--- config.mk ---
export PLATFORM = sky130hd
export DESIGN_NAME = pfl_pin_ctrl
export DESIGN_NICKNAME = d
export VERILOG_FILES = /design/src/common/pfl_pkg.sv /design/src/verilog/pfl_pin_ctrl.sv
export SDC_FILE = /design/constraint.sdc
export NUM_CORES = 1
export LEC_CHECK = 0
export BUFFER_PORTS_ARGS = -buffer_cell sky130_fd_sc_hd__buf_2
export CORE_ASPECT_RATIO = 1.4
export CORE_MARGIN = 1.5
export CORE_UTILIZATION = 55
export CTS_BUF_LIST = sky130_fd_sc_hd__clkbuf_2
export DETAILED_ROUTE_END_ITERATION = 7
export MAX_ROUTING_LAYER = met4
export PLACE_DENSITY = 0.83
export SYNTH_ARGS = -nofsm -noshare
export SYNTH_HDL_FRONTEND = slang
export SYNTH_SLANG_ARGS = --single-unit
--- constraint.sdc ---
create_clock -name i_sys_clk -period 2.8 [get_ports i_sys_clk]
set_clock_uncertainty 0.1 [all_clocks]
set_input_delay 0.42 -clock i_sys_clk [delete_from_list [all_inputs] [get_ports i_sys_clk]]
set_output_delay 0.42 -clock i_sys_clk [all_outputs]
set_load 0.02 [all_outputs]
--- src/common/pfl_pkg.sv ---
/*
  Constants for the PWM fault, current-limit and pin control block:
  register offsets, control field positions, reset value, unlock keys,
  source-select codes and mode encodings.
  Assumes a 32-bit Avalon-MM register bus with byte addresses.
*/
package pfl_pkg;

  ////////////////////////////////////////////////////////////////////////
  // Register map (byte addresses)
  localparam logic [3:0] PFL_OFS_CTRL = 4'h0;
  localparam logic [3:0] PFL_OFS_KEY = 4'h4;
  localparam logic [3:0] PFL_OFS_STAT = 4'h8;

  ////////////////////////////////////////////////////////////////////////
  // Control register fields
  localparam int PFL_LSRC_LSB = 26;
  localparam int PFL_LPOL_BIT = 25;
  localparam int PFL_CURRENT_LIMIT_OVERRIDE_ENABLE_BIT = 24;
  localparam int PFL_FSRC_LSB = 19;
  localparam int PFL_FPOL_BIT = 18;
  localparam int PFL_FMOD_LSB = 16;
  localparam int PFL_HIGH_PIN_OWNERSHIP_BIT = 15;
  localparam int PFL_LOW_PIN_OWNERSHIP_BIT = 14;
  localparam int PFL_HIGH_PIN_POLARITY_BIT = 13;
  localparam int PFL_POLL_BIT = 12;
  localparam int PFL_FDAT_LSB = 4;
  localparam int PFL_LDAT_LSB = 2;

  // Implemented, key-protected and reset values
  localparam logic [31:0] PFL_CTRL_IMPL = 32'h3f7f_f03c;
  localparam logic [31:0] PFL_CTRL_PROT = 32'h3f7b_0000;
  localparam logic [31:0] PFL_CTRL_RST = 32'h0078_0000;

  ////////////////////////////////////////////////////////////////////////
  // Status register bits
  localparam int PFL_ST_FLT_ACT = 0;
  localparam int PFL_ST_LIM_ACT = 1;
  localparam int PFL_ST_FLT_OVR = 2;
  localparam int PFL_ST_LIM_OVR = 3;
  localparam int PFL_ST_UNLOCK = 4;

  ////////////////////////////////////////////////////////////////////////
  // Unlock key words
  localparam logic [15:0] PFL_KEY_FIRST = 16'habcd;
  localparam logic [15:0] PFL_KEY_SECOND = 16'h4321;

  // Source select codes
  localparam logic [3:0] PFL_SRC_PIN15 = 4'hf;
  localparam logic [3:0] PFL_SRC_CMP_LO = 4'h8;
  localparam logic [3:0] PFL_SRC_CMP_HI = 4'hc;

  // Fault override modes
  localparam logic [1:0] PFL_FMOD_LATCH = 2'h0;
  localparam logic [1:0] PFL_FMOD_CYCLE = 2'h1;

  typedef enum logic [1:0] {
    PFL_UNL_IDLE = 2'b00,
    PFL_UNL_KEY1 = 2'b01,
    PFL_UNL_OPEN = 2'b10
  } pfl_unlock_t;

endpackage : pfl_pkg

--- src/verilog/pfl_pin_ctrl.sv ---
/*
  Output-stage control for one PWM generator: fault and current-limit
  source select, polarity, override modes, pin ownership and polarity,
  and a two-word key lock on the protected control fields.
  Assumes a synchronous time base that pulses i_cycle_boundary for one
  clock per PWM cycle, and generator data where 1 means active level.
*/
// Local design decisions: the register offsets and register access over Avalon-MM.
// Overview of operation
// - With limit override enabled, an active limit input overrides both pins.
// - With limit override disabled, no pin override; limit events still raised.
// - An active fault override beats the limit override on the pin pair.
// - Limit enable and fault mode load at each cycle boundary once enabled.
// - Clearing limit enable keeps an existing limit override while input active.
// - Fault mode set to disabled keeps an existing fault override while active.
// - Fault source: 1111 pin 15, 1100-1000 comparators 5-1, 0111-0000 pins 8-1.
// - Fault polarity 1 means source active-low, 0 active-high.
// - Fault mode 11 disables fault overrides, fault events still raised; 10 reserved.
// - Fault mode 01 forces fault states cycle by cycle, released when fault clears.
// - Fault mode 00 forces fault states and latches them.
// - High ownership 1 lets the generator drive high pin, else GPIO.
// - Low ownership 1 lets the generator drive low pin, else GPIO.
// - High polarity 1 makes the high pin active-low.
// - Low polarity 1 makes the low pin active-low.
// - Fault and limit states are active levels translated through pin polarity.
// - With fuse 0, protected fields take writes only after keys abcd then 4321.
// - With fuse 1, protected fields take writes at any time.
// - Control bit 23 ignores writes and reads zero.
// - Fault state bit 1 sets high pin, bit 0 low pin, during fault override.
// - Limit state bit 1 sets high pin, bit 0 low pin, during limit override.
// - Limit polarity 1 means source active-low, 0 active-high.
`timescale 1ns/1ps
`default_nettype none

module pfl_pin_ctrl
  import pfl_pkg::*;
#(
  parameter int ADDR_W = 4,
  parameter int NUM_FLT_PINS = 8,
  parameter int NUM_CMP = 5
) (
  input wire logic i_sys_clk,
  input wire logic i_sys_rst,
  input wire logic i_clk_en,
  // Avalon-MM slave
  input wire logic [ADDR_W-1:0] i_avs_address,
  input wire logic i_avs_read,
  input wire logic i_avs_write,
  input wire logic [31:0] i_avs_writedata,
  input wire logic [3:0] i_avs_byteenable,
  output logic [31:0] o_avs_readdata,
  output logic o_avs_waitrequest,
  // System
  input wire logic i_config_lock_fuse,
  input wire logic i_pwm_module_enable,
  input wire logic i_cycle_boundary,
  // Fault and limit sources
  input wire logic [NUM_FLT_PINS-1:0] i_fault_input_pin,
  input wire logic i_fault_input_pin15,
  input wire logic [NUM_CMP-1:0] i_comparator,
  // Generator and GPIO data
  input wire logic i_pwm_high,
  input wire logic i_pwm_low,
  input wire logic i_gpio_high,
  input wire logic i_gpio_low,
  // Pins
  output logic o_high_side_output,
  output logic o_low_side_output,
  output logic o_high_side_owned,
  output logic o_low_side_owned,
  output logic o_fault_event,
  output logic o_limit_event
);

  ////////////////////////////////////////////////////////////////////////
  // Functions

  // Source decode shared by fault and limit paths; polarity applied here
  // so reserved codes stay inactive whatever the polarity bit says
  function automatic logic src_sel(input logic [3:0] code,
                                   input logic [NUM_FLT_PINS-1:0] pins,
                                   input logic pin15,
                                   input logic [NUM_CMP-1:0] cmps, input logic act_low);
    logic r;
    r = 1'b0;
    if (code == PFL_SRC_PIN15) begin
      r = pin15 ^ act_low;
    end else if (code >= PFL_SRC_CMP_LO && code <= PFL_SRC_CMP_HI) begin
      r = cmps[3'(code - PFL_SRC_CMP_LO)] ^ act_low;
    end else if (code < PFL_SRC_CMP_LO) begin
      r = pins[3'(code)] ^ act_low;
    end
    return r;
  endfunction : src_sel

  // Active level to pin level
  function automatic logic pin_level(input logic state, input logic act_low);
    return state ^ act_low;
  endfunction : pin_level

  function automatic logic [31:0] lane_mask(input logic [3:0] be);
    return {{8{be[3]}}, {8{be[2]}}, {8{be[1]}}, {8{be[0]}}};
  endfunction : lane_mask

  ////////////////////////////////////////////////////////////////////////
  // Bus handshake

  logic wait_reg;
  logic wait_next;
  logic req;
  logic acc;
  logic acc_wr;
  logic [3:0] addr_lo;

  assign req = i_avs_read | i_avs_write;
  // Answer one cycle after the request is seen, then drop back high
  assign wait_next = ~(req & wait_reg);
  assign acc = req & ~wait_reg;
  assign acc_wr = i_avs_write & ~wait_reg;
  assign addr_lo = i_avs_address[3:0];

  always_ff @(posedge i_sys_clk) begin
    if (i_sys_rst) begin
      wait_reg <= 1'b1;
    end else if (i_clk_en) begin
      wait_reg <= wait_next;
    end
  end

  ////////////////////////////////////////////////////////////////////////
  // Unlock sequence

  pfl_unlock_t unl_reg;
  pfl_unlock_t unl_next;
  logic key_wr;

  assign key_wr = acc_wr && addr_lo == PFL_OFS_KEY;

  always_comb begin
    unl_next = unl_reg;
    if (acc) begin
      case (unl_reg)
        PFL_UNL_IDLE: begin
          unl_next = (key_wr && i_avs_writedata[15:0] == PFL_KEY_FIRST) ? PFL_UNL_KEY1 : PFL_UNL_IDLE;
        end
        PFL_UNL_KEY1: begin
          unl_next = (key_wr && i_avs_writedata[15:0] == PFL_KEY_SECOND) ? PFL_UNL_OPEN : PFL_UNL_IDLE;
        end
        PFL_UNL_OPEN: begin
          // Any access spends the unlock, whatever it was
          unl_next = PFL_UNL_IDLE;
        end
        default: begin
          unl_next = PFL_UNL_IDLE;
        end
      endcase
    end
  end

  always_ff @(posedge i_sys_clk) begin
    if (i_sys_rst) begin
      unl_reg <= PFL_UNL_IDLE;
    end else if (i_clk_en) begin
      unl_reg <= unl_next;
    end
  end

  ////////////////////////////////////////////////////////////////////////
  // Control register

  logic [31:0] ctrl_reg;
  logic [31:0] ctrl_next;
  logic [31:0] wr_mask;
  logic prot_ok;

  assign prot_ok = i_config_lock_fuse | (unl_reg == PFL_UNL_OPEN);
  // Bit 23 and unmodelled fields are outside the implemented mask
  assign wr_mask = lane_mask(i_avs_byteenable) & PFL_CTRL_IMPL & (prot_ok ? 32'hffff_ffff : ~PFL_CTRL_PROT);

  always_comb begin
    ctrl_next = ctrl_reg;
    if (acc_wr && addr_lo == PFL_OFS_CTRL) begin
      ctrl_next = (ctrl_reg & ~wr_mask) | (i_avs_writedata & wr_mask);
    end
  end

  always_ff @(posedge i_sys_clk) begin
    if (i_sys_rst) begin
      ctrl_reg <= PFL_CTRL_RST;
    end else if (i_clk_en) begin
      ctrl_reg <= ctrl_next;
    end
  end

  // Field views
  logic [3:0] lim_src;
  logic lim_pol;
  logic current_limit_override_enable_sw;
  logic [3:0] flt_src;
  logic flt_pol;
  logic [1:0] fmod_sw;
  logic [1:0] flt_dat;
  logic [1:0] lim_dat;

  assign lim_src = ctrl_reg[PFL_LSRC_LSB +: 4];
  assign lim_pol = ctrl_reg[PFL_LPOL_BIT];
  assign current_limit_override_enable_sw = ctrl_reg[PFL_CURRENT_LIMIT_OVERRIDE_ENABLE_BIT];
  assign flt_src = ctrl_reg[PFL_FSRC_LSB +: 4];
  assign flt_pol = ctrl_reg[PFL_FPOL_BIT];
  assign fmod_sw = ctrl_reg[PFL_FMOD_LSB +: 2];
  assign flt_dat = ctrl_reg[PFL_FDAT_LSB +: 2];
  assign lim_dat = ctrl_reg[PFL_LDAT_LSB +: 2];

  ////////////////////////////////////////////////////////////////////////
  // Modes in force, loaded at cycle boundaries

  logic current_limit_override_enable_act_reg;
  logic [1:0] fmod_act_reg;

  // Reset state: overrides off until the first boundary after enable
  always_ff @(posedge i_sys_clk) begin
    if (i_sys_rst) begin
      current_limit_override_enable_act_reg <= 1'b0;
      fmod_act_reg <= 2'b11;
    end else if (i_clk_en && i_cycle_boundary && i_pwm_module_enable) begin
      current_limit_override_enable_act_reg <= current_limit_override_enable_sw;
      fmod_act_reg <= fmod_sw;
    end
  end

  ////////////////////////////////////////////////////////////////////////
  // Source detection

  logic flt_active;
  logic lim_active;

  assign flt_active = src_sel(flt_src, i_fault_input_pin, i_fault_input_pin15, i_comparator, flt_pol);
  assign lim_active = src_sel(lim_src, i_fault_input_pin, i_fault_input_pin15, i_comparator, lim_pol);

  ////////////////////////////////////////////////////////////////////////
  // Fault override

  logic flt_ovr_reg;
  logic flt_ovr_next;
  logic flt_clr;

  // Latched override is released by writing 1 to its status bit
  assign flt_clr = acc_wr && addr_lo == PFL_OFS_STAT && i_avs_byteenable[0] && i_avs_writedata[PFL_ST_FLT_OVR];

  always_comb begin
    case (fmod_act_reg)
      PFL_FMOD_LATCH: begin
        // Set wins over a clear in the same cycle
        flt_ovr_next = flt_active | (flt_ovr_reg & ~flt_clr);
      end
      PFL_FMOD_CYCLE: begin
        flt_ovr_next = flt_active;
      end
      default: begin
        // Disabled or reserved: no new override, an old one holds while active
        flt_ovr_next = flt_ovr_reg & flt_active;
      end
    endcase
  end

  always_ff @(posedge i_sys_clk) begin
    if (i_sys_rst) begin
      flt_ovr_reg <= 1'b0;
    end else if (i_clk_en) begin
      flt_ovr_reg <= flt_ovr_next;
    end
  end

  ////////////////////////////////////////////////////////////////////////
  // Current-limit override

  logic lim_ovr_reg;
  logic lim_ovr_next;

  always_comb begin
    if (current_limit_override_enable_act_reg) begin
      lim_ovr_next = lim_active;
    end else begin
      lim_ovr_next = lim_ovr_reg & lim_active;
    end
  end

  always_ff @(posedge i_sys_clk) begin
    if (i_sys_rst) begin
      lim_ovr_reg <= 1'b0;
    end else if (i_clk_en) begin
      lim_ovr_reg <= lim_ovr_next;
    end
  end

  ////////////////////////////////////////////////////////////////////////
  // Events, raised in every mode

  logic flt_prev_reg;
  logic lim_prev_reg;

  always_ff @(posedge i_sys_clk) begin
    if (i_sys_rst) begin
      flt_prev_reg <= 1'b0;
      lim_prev_reg <= 1'b0;
      o_fault_event <= 1'b0;
      o_limit_event <= 1'b0;
    end else if (i_clk_en) begin
      flt_prev_reg <= flt_active;
      lim_prev_reg <= lim_active;
      o_fault_event <= flt_active & ~flt_prev_reg;
      o_limit_event <= lim_active & ~lim_prev_reg;
    end
  end

  ////////////////////////////////////////////////////////////////////////
  // Pin data path

  logic [1:0] state_sel;

  always_comb begin
    if (flt_ovr_reg) begin
      state_sel = flt_dat;
    end else if (lim_ovr_reg) begin
      state_sel = lim_dat;
    end else begin
      state_sel = {i_pwm_high, i_pwm_low};
    end
  end

  // Registered pins; ownership bits are expected stable before enable
  always_ff @(posedge i_sys_clk) begin
    if (i_sys_rst) begin
      o_high_side_output <= 1'b0;
      o_low_side_output <= 1'b0;
      o_high_side_owned <= 1'b0;
      o_low_side_owned <= 1'b0;
    end else if (i_clk_en) begin
      o_high_side_owned <= ctrl_reg[PFL_HIGH_PIN_OWNERSHIP_BIT];
      o_low_side_owned <= ctrl_reg[PFL_LOW_PIN_OWNERSHIP_BIT];
      o_high_side_output <= ctrl_reg[PFL_HIGH_PIN_OWNERSHIP_BIT] ?
        pin_level(state_sel[1], ctrl_reg[PFL_HIGH_PIN_POLARITY_BIT]) : i_gpio_high;
      o_low_side_output <= ctrl_reg[PFL_LOW_PIN_OWNERSHIP_BIT] ?
        pin_level(state_sel[0], ctrl_reg[PFL_POLL_BIT]) : i_gpio_low;
    end
  end

  ////////////////////////////////////////////////////////////////////////
  // Read data

  logic [31:0] rd_next;
  logic [31:0] stat_word;

  always_comb begin
    stat_word = 32'h0000_0000;
    stat_word[PFL_ST_FLT_ACT] = flt_active;
    stat_word[PFL_ST_LIM_ACT] = lim_active;
    stat_word[PFL_ST_FLT_OVR] = flt_ovr_reg;
    stat_word[PFL_ST_LIM_OVR] = lim_ovr_reg;
    stat_word[PFL_ST_UNLOCK] = unl_reg == PFL_UNL_OPEN;
  end

  always_comb begin
    case (addr_lo)
      PFL_OFS_CTRL: begin
        rd_next = ctrl_reg & PFL_CTRL_IMPL;
      end
      PFL_OFS_STAT: begin
        rd_next = stat_word;
      end
      default: begin
        // Key register and unmapped words read zero
        rd_next = 32'h0000_0000;
      end
    endcase
  end

  // Loaded on the first request edge so it stands at the answer edge
  always_ff @(posedge i_sys_clk) begin
    if (i_sys_rst) begin
      o_avs_readdata <= 32'h0000_0000;
    end else if (i_clk_en && i_avs_read && wait_reg) begin
      o_avs_readdata <= rd_next;
    end
  end

  assign o_avs_waitrequest = wait_reg;

endmodule : pfl_pin_ctrl

`default_nettype wire
==> results of run 1 <==
layer usage:
layer | global-route usage | part of all wire
met5 | - | 0
met4 | 0.147 | 0.019
met3 | 0.0441 | 0.058
met2 | 0.462 | 0.53
met1 | 0.276 | 0.39
power by group through the flow:
stage          combinational (mW)  clock (mW)  sequential, mW
2_1_floorplan              0.0942           0           0.894
3_3_place_gp                0.163           0           0.888
3_5_place_dp                0.167           0           0.889
4_1_cts                     0.167       0.614           0.871
5_1_grt                     0.183       0.663           0.873
6_report                    0.168       0.604           0.871
worst min-delay path by stage:
| stage | start | to | slack, ns | cells past startpoint |
|---|---|---|---|---|
| 2_1_floorplan | register | register | 0.35 | 2 |
| 3_3_place_gp | o_avs_readdata[19] | o_avs_readdata[19] | 0.34 | 2 |
| 4_1_cts | i_avs_writedata[20] | register | 0.03 | 3 |
| 6_report | i_avs_writedata[20] | register | 0.06 | 3 |
| 5_1_grt | i_avs_writedata[25] | register | 0.01 | 3 |
| 3_5_place_dp | o_avs_readdata[22] | o_avs_readdata[22] | 0.34 | 2 |
worst reg2reg max path: stages, from the launching register on:
cell,delay (ns)
dfxtp_1,0.57
mux4_2,0.56
mux2i_1,0.21
xor2_1,0.17
nor2_1,0.05
nor2_1,0.28
a211oi_1,0.14
stage by stage:
step / total power, mW / setup WS, ns / instances
after global routing: 1.72 / 0.417 / 504
after floorplan: 0.988 / 0.899 / 359
after CTS: 1.65 / 0.577 / 504
after detailed placement: 1.06 / 0.626 / 488
final: 1.64 / 0.593 / 504
after global placement: 1.05 / 0.637 / 488
cell type report:
| type | instances | area share |
|---|---|---|
| Tap cell | 66 | 0.0238 |
| Clock inverter | 5 | 0.0220 |
| Sequential cell | 60 | 0.347 |
| Multi-Input combinational cell | 262 | 0.445 |
| Timing Repair Buffer | 96 | 0.142 |
| Inverter | 4 | 0.00434 |
| Clock buffer | 11 | 0.0159 |
Yosys cell counts, types with 3 or more instances:
master | count | area, µm²
dfxtp_1 | 60 | 1200
nand2_1 | 53 | 199
nand3_1 | 44 | 220
a21oi_1 | 39 | 195
nor2_1 | 28 | 105
mux2i_1 | 17 | 170
clkbuf_1 | 16 | 60.1
buf_4 | 9 | 67.6
o21ai_0 | 7 | 35.0
buf_2 | 6 | 30.0
nor3_1 | 6 | 30.0
nand2b_1 | 5 | 31.3
inv_1 | 4 | 15.0
mux4_2 | 4 | 90.1
nand3b_1 | 4 | 30.0
o32ai_1 | 4 | 35.0
a211oi_1 | 3 | 22.5
a22oi_1 | 3 | 22.5
mux2_2 | 3 | 33.8
nand4_1 | 3 | 18.8
logic make-up (layout without fill, tap and decap cells):
group | count (synthesis) | in the layout
buffers and inverters | 37 | 116
muxes | 24 | 24
AOI/OAI and AO/OA | 66 | 66
DFF | 60 | 60
xor gates and xnor gates | 4 | 4
other | 1 | 9
and+or+nand+nor | 159 | 159
==> results by group, run 1 <==
Status
  • Status: finished, final reports clean

Timing
  • Worst hold slack: a little over 0.06 ns
  • Sum of negative setup slack: 0 ns
  • Hold Violations, Final: 0
  • # setup viols final: 0
  • RSZ-0062 raised after global routing: false
  • Final min period: 2.21 ns
  • F_max: 453 MHz
  • Period utilization: 0.788
  • Slew Limit Fails: 0

Power
  • Seq pwr share: 0.530
  • Internal: 1.23 mW
  • Peak supply drop: 342 µV
  • Sw Pwr: ~0.41 mW
  • Clock Power Share: 0.368
  • Pwr Density: 474 nW/µm²
  • Comb power frac: 0.102
  • Net Sw Frac: 0.250
  • Leak Pwr: around 1.5 nW

Final layout
  • Final core utilization: 0.676
  • Layout area overhead: 19.4%
  • Area of the multi-input gates: 1540 µm²
  • Share of cells above drive strength 1: 0.279
  • Nets@finish: 499
  • Most common cell after layout, fill and taps aside: buf_2
  • Cell area after layout: 3460 µm²
  • FILL cells: 459
  • Most frequent cells in the layout: 92 x buf_2, 60 x dfxtp_1, 53 x nand2_1
  • Number of diodes: 0
  • Register area: 1200 µm²

Clock network
  • Clk buf depth: 2
  • Clock transition at the registers of the reported paths: 0.16 ns
  • Post-cts hold buffer count: 0
  • Cts bufs inserted: 9
  • CTS sink count: 60
  • Htree depth: 3
  • CTS resizes: 0
  • Postcts setup bufs: 0
  • Clock Latency Late Sink: 0.48 ns
  • CTS tree: built
  • Root Buffer: clkbuf_2

Placed design
  • DP Wirelength: just over 5000 µm
  • Cell Area, Placed: 3330 µm²
  • Port bufs: 92
  • GP Congestion: 0.787

Setup path
  • Crit. End Element: register
  • Setup crit end: lim_ovr_reg
  • Crit path kind: register to register
  • WP data required: 3.05 ns
  • Worst Path Max Fanout: 9
  • Worst reg2reg path depth: 6
  • CP delay by family, top: multiplexers
  • Worst Path Buf+Inv: 0
  • Critical Path Start Type: register
  • Worst reg2reg setup slack: 0.59 ns
  • Slowest stage delay, CP: roughly 0.57 ns
  • Most numerous cell on the critical path: nor2_1
  • CP max stage cell: dfxtp_1
  • Worst Path Arrival: approximately 2.5 ns
  • CP Cell Sequence: mux4_2 > mux2i_1 > xor2_1 > nor2_1 > nor2_1 > a211oi_1
  • FF-to-FF End: lim_ovr_reg
  • Levels on crit path: 6

Die
  • Die height: a little under 90 µm
  • IO Count: 105
  • Starting Density: 0.567
  • Site Rows: 31
  • Die Area: 5730 µm²
  • Core ar.: just over 5000 µm²
  • Die width: approximately 64 µm

Yosys
  • Post-synthesis compound-gate area fraction: 0.138
  • Post-synth EDFFs: 0
  • Register area share after synthesis: 0.414
  • Synth cell types: 42
  • Syn Area/Cell: 8.27 µm²
  • Post-synth ARST share: 0
  • Top FF cell, synth: dfxtp_1
  • Simple logic cell fraction of the synthesized area: 0.269
  • Synthesized cell area: 2900 µm²
  • Seq cells post-synth: 60
  • Mux cell area share after synthesis: 0.101
  • Post-Syn Instances: 351
  • Ys Warns: 0
  • Post-Synth Adder-Cell Area: 0
  • Xor/xnor share of the synthesized area: 0.0121
  • Largest family of logic cells by synthesized area: simple AND/OR/NAND/NOR gates

Routing
  • DR WL/cell: ~14 µm
  • DRC viols: 0
  • ANT nets after route: 0
  • DR vias/cell: 5.57
  • Pre-antenna DRT Iters: 4
  • Starting DRT DRC Count: a little under 200
  • Routed WL: approximately 7000 µm
  • Vias: 2808

Global routing
  • Largest net degree at the start of global routing: 46
  • Vias in the first global route: 2542
  • Initial antenna violation count: 0
  • All-Layer GR Usage: 0.261
  • First-pass GRT wire length: approximately 11000 µm
  • GR Overflow Total: 0

Min path
  • Hold crit path type: input pin to register

Run
  • Max-cap violations: 0
Note: power is estimated with default switching activity, not from simulation.
==> inputs of run 2 (changes only) <==
--- a/config.mk
+++ b/config.mk
@@ -8,11 +8,11 @@
 export BUFFER_PORTS_ARGS = -buffer_cell sky130_fd_sc_hd__buf_2
 export CORE_ASPECT_RATIO = 1.4
 export CORE_MARGIN = 1.5
-export CORE_UTILIZATION = 55
+export CORE_UTILIZATION = 46
 export CTS_BUF_LIST = sky130_fd_sc_hd__clkbuf_2
 export DETAILED_ROUTE_END_ITERATION = 7
 export MAX_ROUTING_LAYER = met4
-export PLACE_DENSITY = 0.83
+export PLACE_DENSITY = 0.74
 export SYNTH_ARGS = -nofsm -noshare
 export SYNTH_HDL_FRONTEND = slang
 export SYNTH_SLANG_ARGS = --single-unit
==> constraint.sdc (replaced) <==
create_clock -name i_sys_clk -period 1.9 [get_ports i_sys_clk]
set_clock_uncertainty 0.1 [all_clocks]
set_input_delay 0.285 -clock i_sys_clk [delete_from_list [all_inputs] [get_ports i_sys_clk]]
set_output_delay 0.285 -clock i_sys_clk [all_outputs]
set_load 0.02 [all_outputs]
==> run 2 against run 1 <==
Global-route usage fell by 1.5 points. Cell area rose by 9.2%. Utilization fell by 6.3 points. Highest routed layer unchanged. Register-to-register slack got worse by 0.56 ns.
==> results by group, run 2 (synthesis results as in run 1) <==
Global routing
  • All-Layer GR Usage: 0.246
  • Vias in the first global route: 2842
  • Largest net degree at the start of global routing: 26
  • Initial antenna violation count: 0
  • First-pass GRT wire length: 12900 µm
  • GR Overflow Total: 0

Timing
  • Final worst setup slack: about 0.038 ns
  • Final min period: about 1.9 ns
  • Sum of negative setup slack: 0 ns
  • RSZ-0062 raised after global routing: true
  • # setup viols final: 0
  • Hold Violations, Final: 0
  • F_max: between 500 and 600 MHz
  • Slew Limit Fails: 0
  • Period utilization: 0.980

Die
  • IO Count: 105
  • Die width: 70.1 µm
  • Die Area: 6800 µm²
  • Die height: ~97 µm
  • Core ar.: 6170 µm²
  • Starting Density: 0.470
  • Site Rows: 34

Power
  • Final Power: between 2 and 2.5 mW
  • Leak Pwr: around 1.6 nW
  • Peak supply drop: 328 µV
  • Pwr Density: 587 nW/µm²

Final layout
  • Layout area overhead: 30.4%
  • Final core utilization: 0.613
  • Most frequent cells in the layout: 92 x buf_2, 57 x dfxtp_1, 53 x nand2_1
  • Nets@finish: around 540
  • Number of diodes: 0
  • Finished Layout Cells: 546
  • Register area: 1210 µm²
  • FILL cells: 552
  • Area of the multi-input gates: between 1500 and 2000 µm²
  • Share of cells above drive strength 1: 0.295
  • Most common cell after layout, fill and taps aside: buf_2

Routing
  • Met1 wire length: 3230 µm
  • Met3 wire length: 300 µm
  • DRC viols: 0
  • ANT nets after route: 0
  • Max layer used: met4
  • DR vias/cell: 5.41
  • DR WL/cell: approximately 15 µm
  • WL met2: 4210 µm
  • Starting DRT DRC Count: 172
  • Vias: 2955
  • Routed WL: 7940 µm
  • Pre-antenna DRT Iters: 4

Setup path
  • Worst Path Max Fanout: 4
  • FF-to-FF End: flt_ovr_reg
  • Crit path kind: register to register
  • Worst Path Arrival: ~2.2 ns
  • WP data required: ~2.2 ns
  • Crit. End Element: register
  • Setup crit end: flt_ovr_reg
  • Worst reg2reg setup slack: 0.04 ns
  • Critical Path Start Type: register
  • Worst reg2reg path depth: 6

Min path
  • Hold crit path type: input pin to register

Placed design
  • DP Cell Count: 504
  • DP Wirelength: 5460 µm
  • Port bufs: 92
  • DP Worst Slack: -0.0426 ns
  • GP Congestion: between 0.8 and 0.9

Clock network
  • CTS sink count: 60
  • Clock transition at the registers of the reported paths: 0.17 ns
  • Clock Latency Late Sink: 0.50 ns
  • CTS tree: built
  • Root Buffer: clkbuf_2
  • Cts bufs inserted: 9
  • Htree depth: 3
  • Clk buf depth: 2
  • Postcts setup bufs: 0

Status
  • Status: finished, final reports clean

Run
  • Max-cap violations: 0
[run 2: where the power goes]
| group | internal, mW | switching (mW) | total, mW | leakage [nW] |
|---|---|---|---|---|
| Sequential | 1.27 | 0.0102 | 1.28 | 0.486 |
| Combinational | 0.139 | 0.162 | 0.302 | 1.07 |
| Clock | 0.165 | 0.473 | 0.637 | 0.0605 |
| Total | 1.58 | 0.645 | 2.22 | 1.61 |
[run 2: final cells by class]
type,instances,share of cell area
clock buffer,10,0.0132
clock inverter,6,0.00827
inverter,4,0.00397
multi-input combinational,262,0.413
sequential,60,0.319
tap,72,0.0238
timing repair buffer,132,0.218
[run 2: worst min path at each step]
stage | start | endpoint | depth (start not counted) | slack (ns)
finish | i_avs_read | o_avs_waitrequest | 4 | 0.03
global placement | o_avs_readdata[21] | o_avs_readdata[21] | 2 | 0.34
floorplan | i_avs_writedata[2] | register | 2 | 0.33
detailed placement | o_avs_readdata[21] | o_avs_readdata[21] | 2 | 0.34
CTS | i_avs_byteenable[2] | register | 3 | 0.001
global route | i_avs_read | o_avs_waitrequest | 4 | 0.04
[run 2: per-stage QoR]
step	hold WS, ns	area [µm²]
after floorplan	0.332	2930
after global placement	0.337	3410
after detailed placement	0.343	3410
after CTS	0.00126	3760
after global routing	0.0442	3780
final	0.0347	3780
[run 2: what timing repair did]
action	in CTS	in global routing
hold endpoints to repair	23	1
endpoints found under the setup margin	6	7
hold buffers	25	1
gates resized for setup	4	5
pin swaps	0	2
[run 2: metal layers]
layer,GRT usage,up-vias
met5,-,-
met4,0.102,0
met3,0.0500,17
met2,0.426,93
met1,0.272,1388
li1,-,1457
[run 2: worst max-delay path: stages (launching register included)]
cell	delay [ns]
dfxtp_4	0.40
mux4_2	0.51
mux2i_2	0.20
xor2_1	0.17
nor2_1	0.07
nor2_2	0.18
a311oi_1	0.12
==> inputs of run 3 (changes only) <==
--- a/config.mk
+++ b/config.mk
@@ -5,6 +5,7 @@
 export SDC_FILE = /design/constraint.sdc
 export NUM_CORES = 1
 export LEC_CHECK = 0
+export ABC_AREA = 1
 export BUFFER_PORTS_ARGS = -buffer_cell sky130_fd_sc_hd__buf_2
 export CORE_ASPECT_RATIO = 1.4
 export CORE_MARGIN = 1.5
==> run 3 against run 2 <==
Clock power is 2% higher. Register-to-register slack improved by 0.24 ns. Non-clock buffer count stayed put. Highest routed layer unchanged.
==> results by group, run 3 <==
Yosys
  • Ys Warns: 0
  • Syn Area/Cell: a little over 7 µm²
  • Synthesized cell area: about 2900 µm²
  • Xor/xnor share of the synthesized area: 0.00612
  • Simple logic cell fraction of the synthesized area: 0.294
  • Mux cell area share after synthesis: 0
  • Post-synth top area share: 0.420
  • Post-synth EDFFs: 0
  • Seq cells post-synth: 60
  • Register area share after synthesis: 0.420
  • Largest family of logic cells by synthesized area: simple AND/OR/NAND/NOR gates
  • Post-synthesis compound-gate area fraction: 0.174
  • Count leader, synth: nand2_1
  • Synth cell types: 31
  • Post-Synth Adder-Cell Area: 0
  • Post-synth ARST share: 0
  • Area leader, netlist: dfxtp_1
  • Top FF cell, synth: dfxtp_1
  • Top cells by count, synth: 75 x nand2_1, 60 x dfxtp_1, 49 x nor2_1
  • Post-Syn Instances: 404
  • Top post-synthesis cells by area: dfxtp_1 42%, nand2_1 9.8%, nand3_1 7.3%

Min path
  • Hold crit path type: input pin to register

Clock network
  • Root Buffer: clkbuf_2
  • Clock Latency Late Sink: 0.49 ns
  • Htree depth: 3
  • CTS tree: built
  • Clk buf depth: 2
  • CTS sink count: 60
  • Clock transition at the registers of the reported paths: between 0.15 and 0.2 ns
  • Cts bufs inserted: 9
  • Postcts setup bufs: 0

Routing
  • Pre-antenna DRT Iters: 5
  • ANT nets after route: 0
  • Vias: 3154
  • DRC viols: 0
  • DR WL/cell: approximately 14 µm
  • Starting DRT DRC Count: approximately 170
  • Routed WL: approximately 8300 µm
  • DR vias/cell: between 5 and 6

Timing
  • Worst hold slack: 0.0581 ns
  • Final worst setup slack: 0.273 ns
  • RSZ-0062 raised after global routing: false
  • Final min period: 1.63 ns
  • # setup viols final: 0
  • F_max: 615 MHz
  • Slew Limit Fails: 0
  • Period utilization: 0.856
  • Sum of negative setup slack: 0 ns
  • Hold Violations, Final: 0

Placed design
  • DP Wirelength: 6120 µm
  • GP Congestion: slightly above 0.9
  • DP Worst Slack: 0.0585 ns
  • Port bufs: 92

Die
  • Die Area: 6710 µm²
  • Die height: 96.3 µm
  • Starting Density: 0.481
  • Die width: approximately 70 µm
  • Site Rows: 33
  • Core ar.: between 5000 and 6000 µm²
  • IO Count: 105

Final layout
  • Share of cells above drive strength 1: 0.250
  • Nets@finish: just under 600
  • Most common cell after layout, fill and taps aside: buf_2
  • Number of diodes: 0
  • Layout area overhead: 31.3%
  • Most frequent cells in the layout: 92 x buf_2, 75 x nand2_1, 60 x dfxtp_1

Power
  • Clock Power Share: 0.289
  • Comb power frac: 0.137
  • Internal: approximately 1.6 mW
  • Pwr Density: approximately 600 nW/µm²
  • Peak supply drop: just over 400 µV
  • Leak Pwr: approximately 1.8 nW
  • Net Sw Frac: 0.295
  • Seq pwr share: 0.574
  • Sw Pwr: ~0.67 mW

Setup path
  • Crit. End Element: output pin
  • Slowest stage delay, CP: approximately 0.54 ns
  • WP data required: 1.51 ns
  • Crit path kind: register to output pin
  • Worst Path Max Fanout: 7
  • CP max stage cell: dfxtp_1
  • Critical Path Start Type: register
  • CP delay by family, top: flip-flops
  • CP Cell Sequence: buf_2
  • Worst Path Arrival: about 1.2 ns
  • Worst Path Buf+Inv: 1

Global routing
  • Largest net degree at the start of global routing: 30
  • Initial antenna violation count: 0
  • GR Overflow Total: 0
  • All-Layer GR Usage: 0.262
  • Vias in the first global route: 2981
  • First-pass GRT wire length: 13400 µm

Run
  • Max-cap violations: 0

Status
  • Status: finished, final reports clean
run 3: stage by stage:
stage          total power, mW  std cells  cell area, µm²   util
2_1_floorplan             1.47        412            2890      -
3_3_place_gp              1.58        564            3410  0.573
3_5_place_dp              1.59        564            3410  0.573
4_1_cts                   2.26        604            3740  0.629
5_1_grt                   2.38        605            3760  0.632
6_report                  2.25        605            3760  0.632
run 3: path summary, 6_finish.rpt:
check,cells past startpoint,to,slack (ns),from
worst max register to register,5,o_avs_readdata[3],0.28,o_avs_waitrequest
worst min-delay path,4,register,0.06,i_avs_byteenable[0]
worst min register to register,2,current_limit_override_enable_act_reg,0.37,current_limit_override_enable_act_reg
worst max-delay path,1,o_avs_waitrequest,0.27,o_avs_waitrequest
run 3: kinds of logic (layout without fill, tap and decap cells):
group           count (synthesis)  count (layout)
buf+inv                        67             190
simple gates                  189             189
flops                          60              60
other cells                     1               9
compound gates                 85              85
xor+xnor                        2               2
run 3: cell type report:
cell class,instances,area [µm²]
Timing Repair Buffer,132,823
Clock inverter,6,41.3
Multi-Input combinational cell,285,1400
Fill cell,566,2190
Tap cell,70,87.6
Clock buffer,10,50.0
Inverter,42,158
Sequential cell,60,1200
run 3: what timing repair did:
| action | CTS | global route |
|---|---|---|
| endpoints found under the setup margin | 0 | 4 |
| endpoints found under the hold margin | 21 | 1 |
| hold buffers | 24 | 1 |
| gates resized for setup | 0 | 1 |
run 3: layer usage:
metal / part of all wire / wire [µm] / up-vias / global-route usage
li1: - / - / 1587 / -
met1: 0.40 / 3320 / 1427 / 0.273
met2: 0.51 / 4260 / 116 / 0.470
met3: 0.056 / 462 / 24 / 0.0534
met4: 0.032 / 267 / 0 / 0.136
met5: 0 / 0 / - / -
run 3: power by group through the flow:
| stage | combinational, mW | sequential [mW] | clock, mW |
|---|---|---|---|
| 2_1_floorplan | 0.145 | 1.33 | 0 |
| 3_3_place_gp | 0.265 | 1.32 | 0 |
| 3_5_place_dp | 0.267 | 1.32 | 0 |
| 4_1_cts | 0.306 | 1.29 | 0.665 |
| 5_1_grt | 0.343 | 1.30 | 0.739 |
| 6_report | 0.310 | 1.29 | 0.650 |
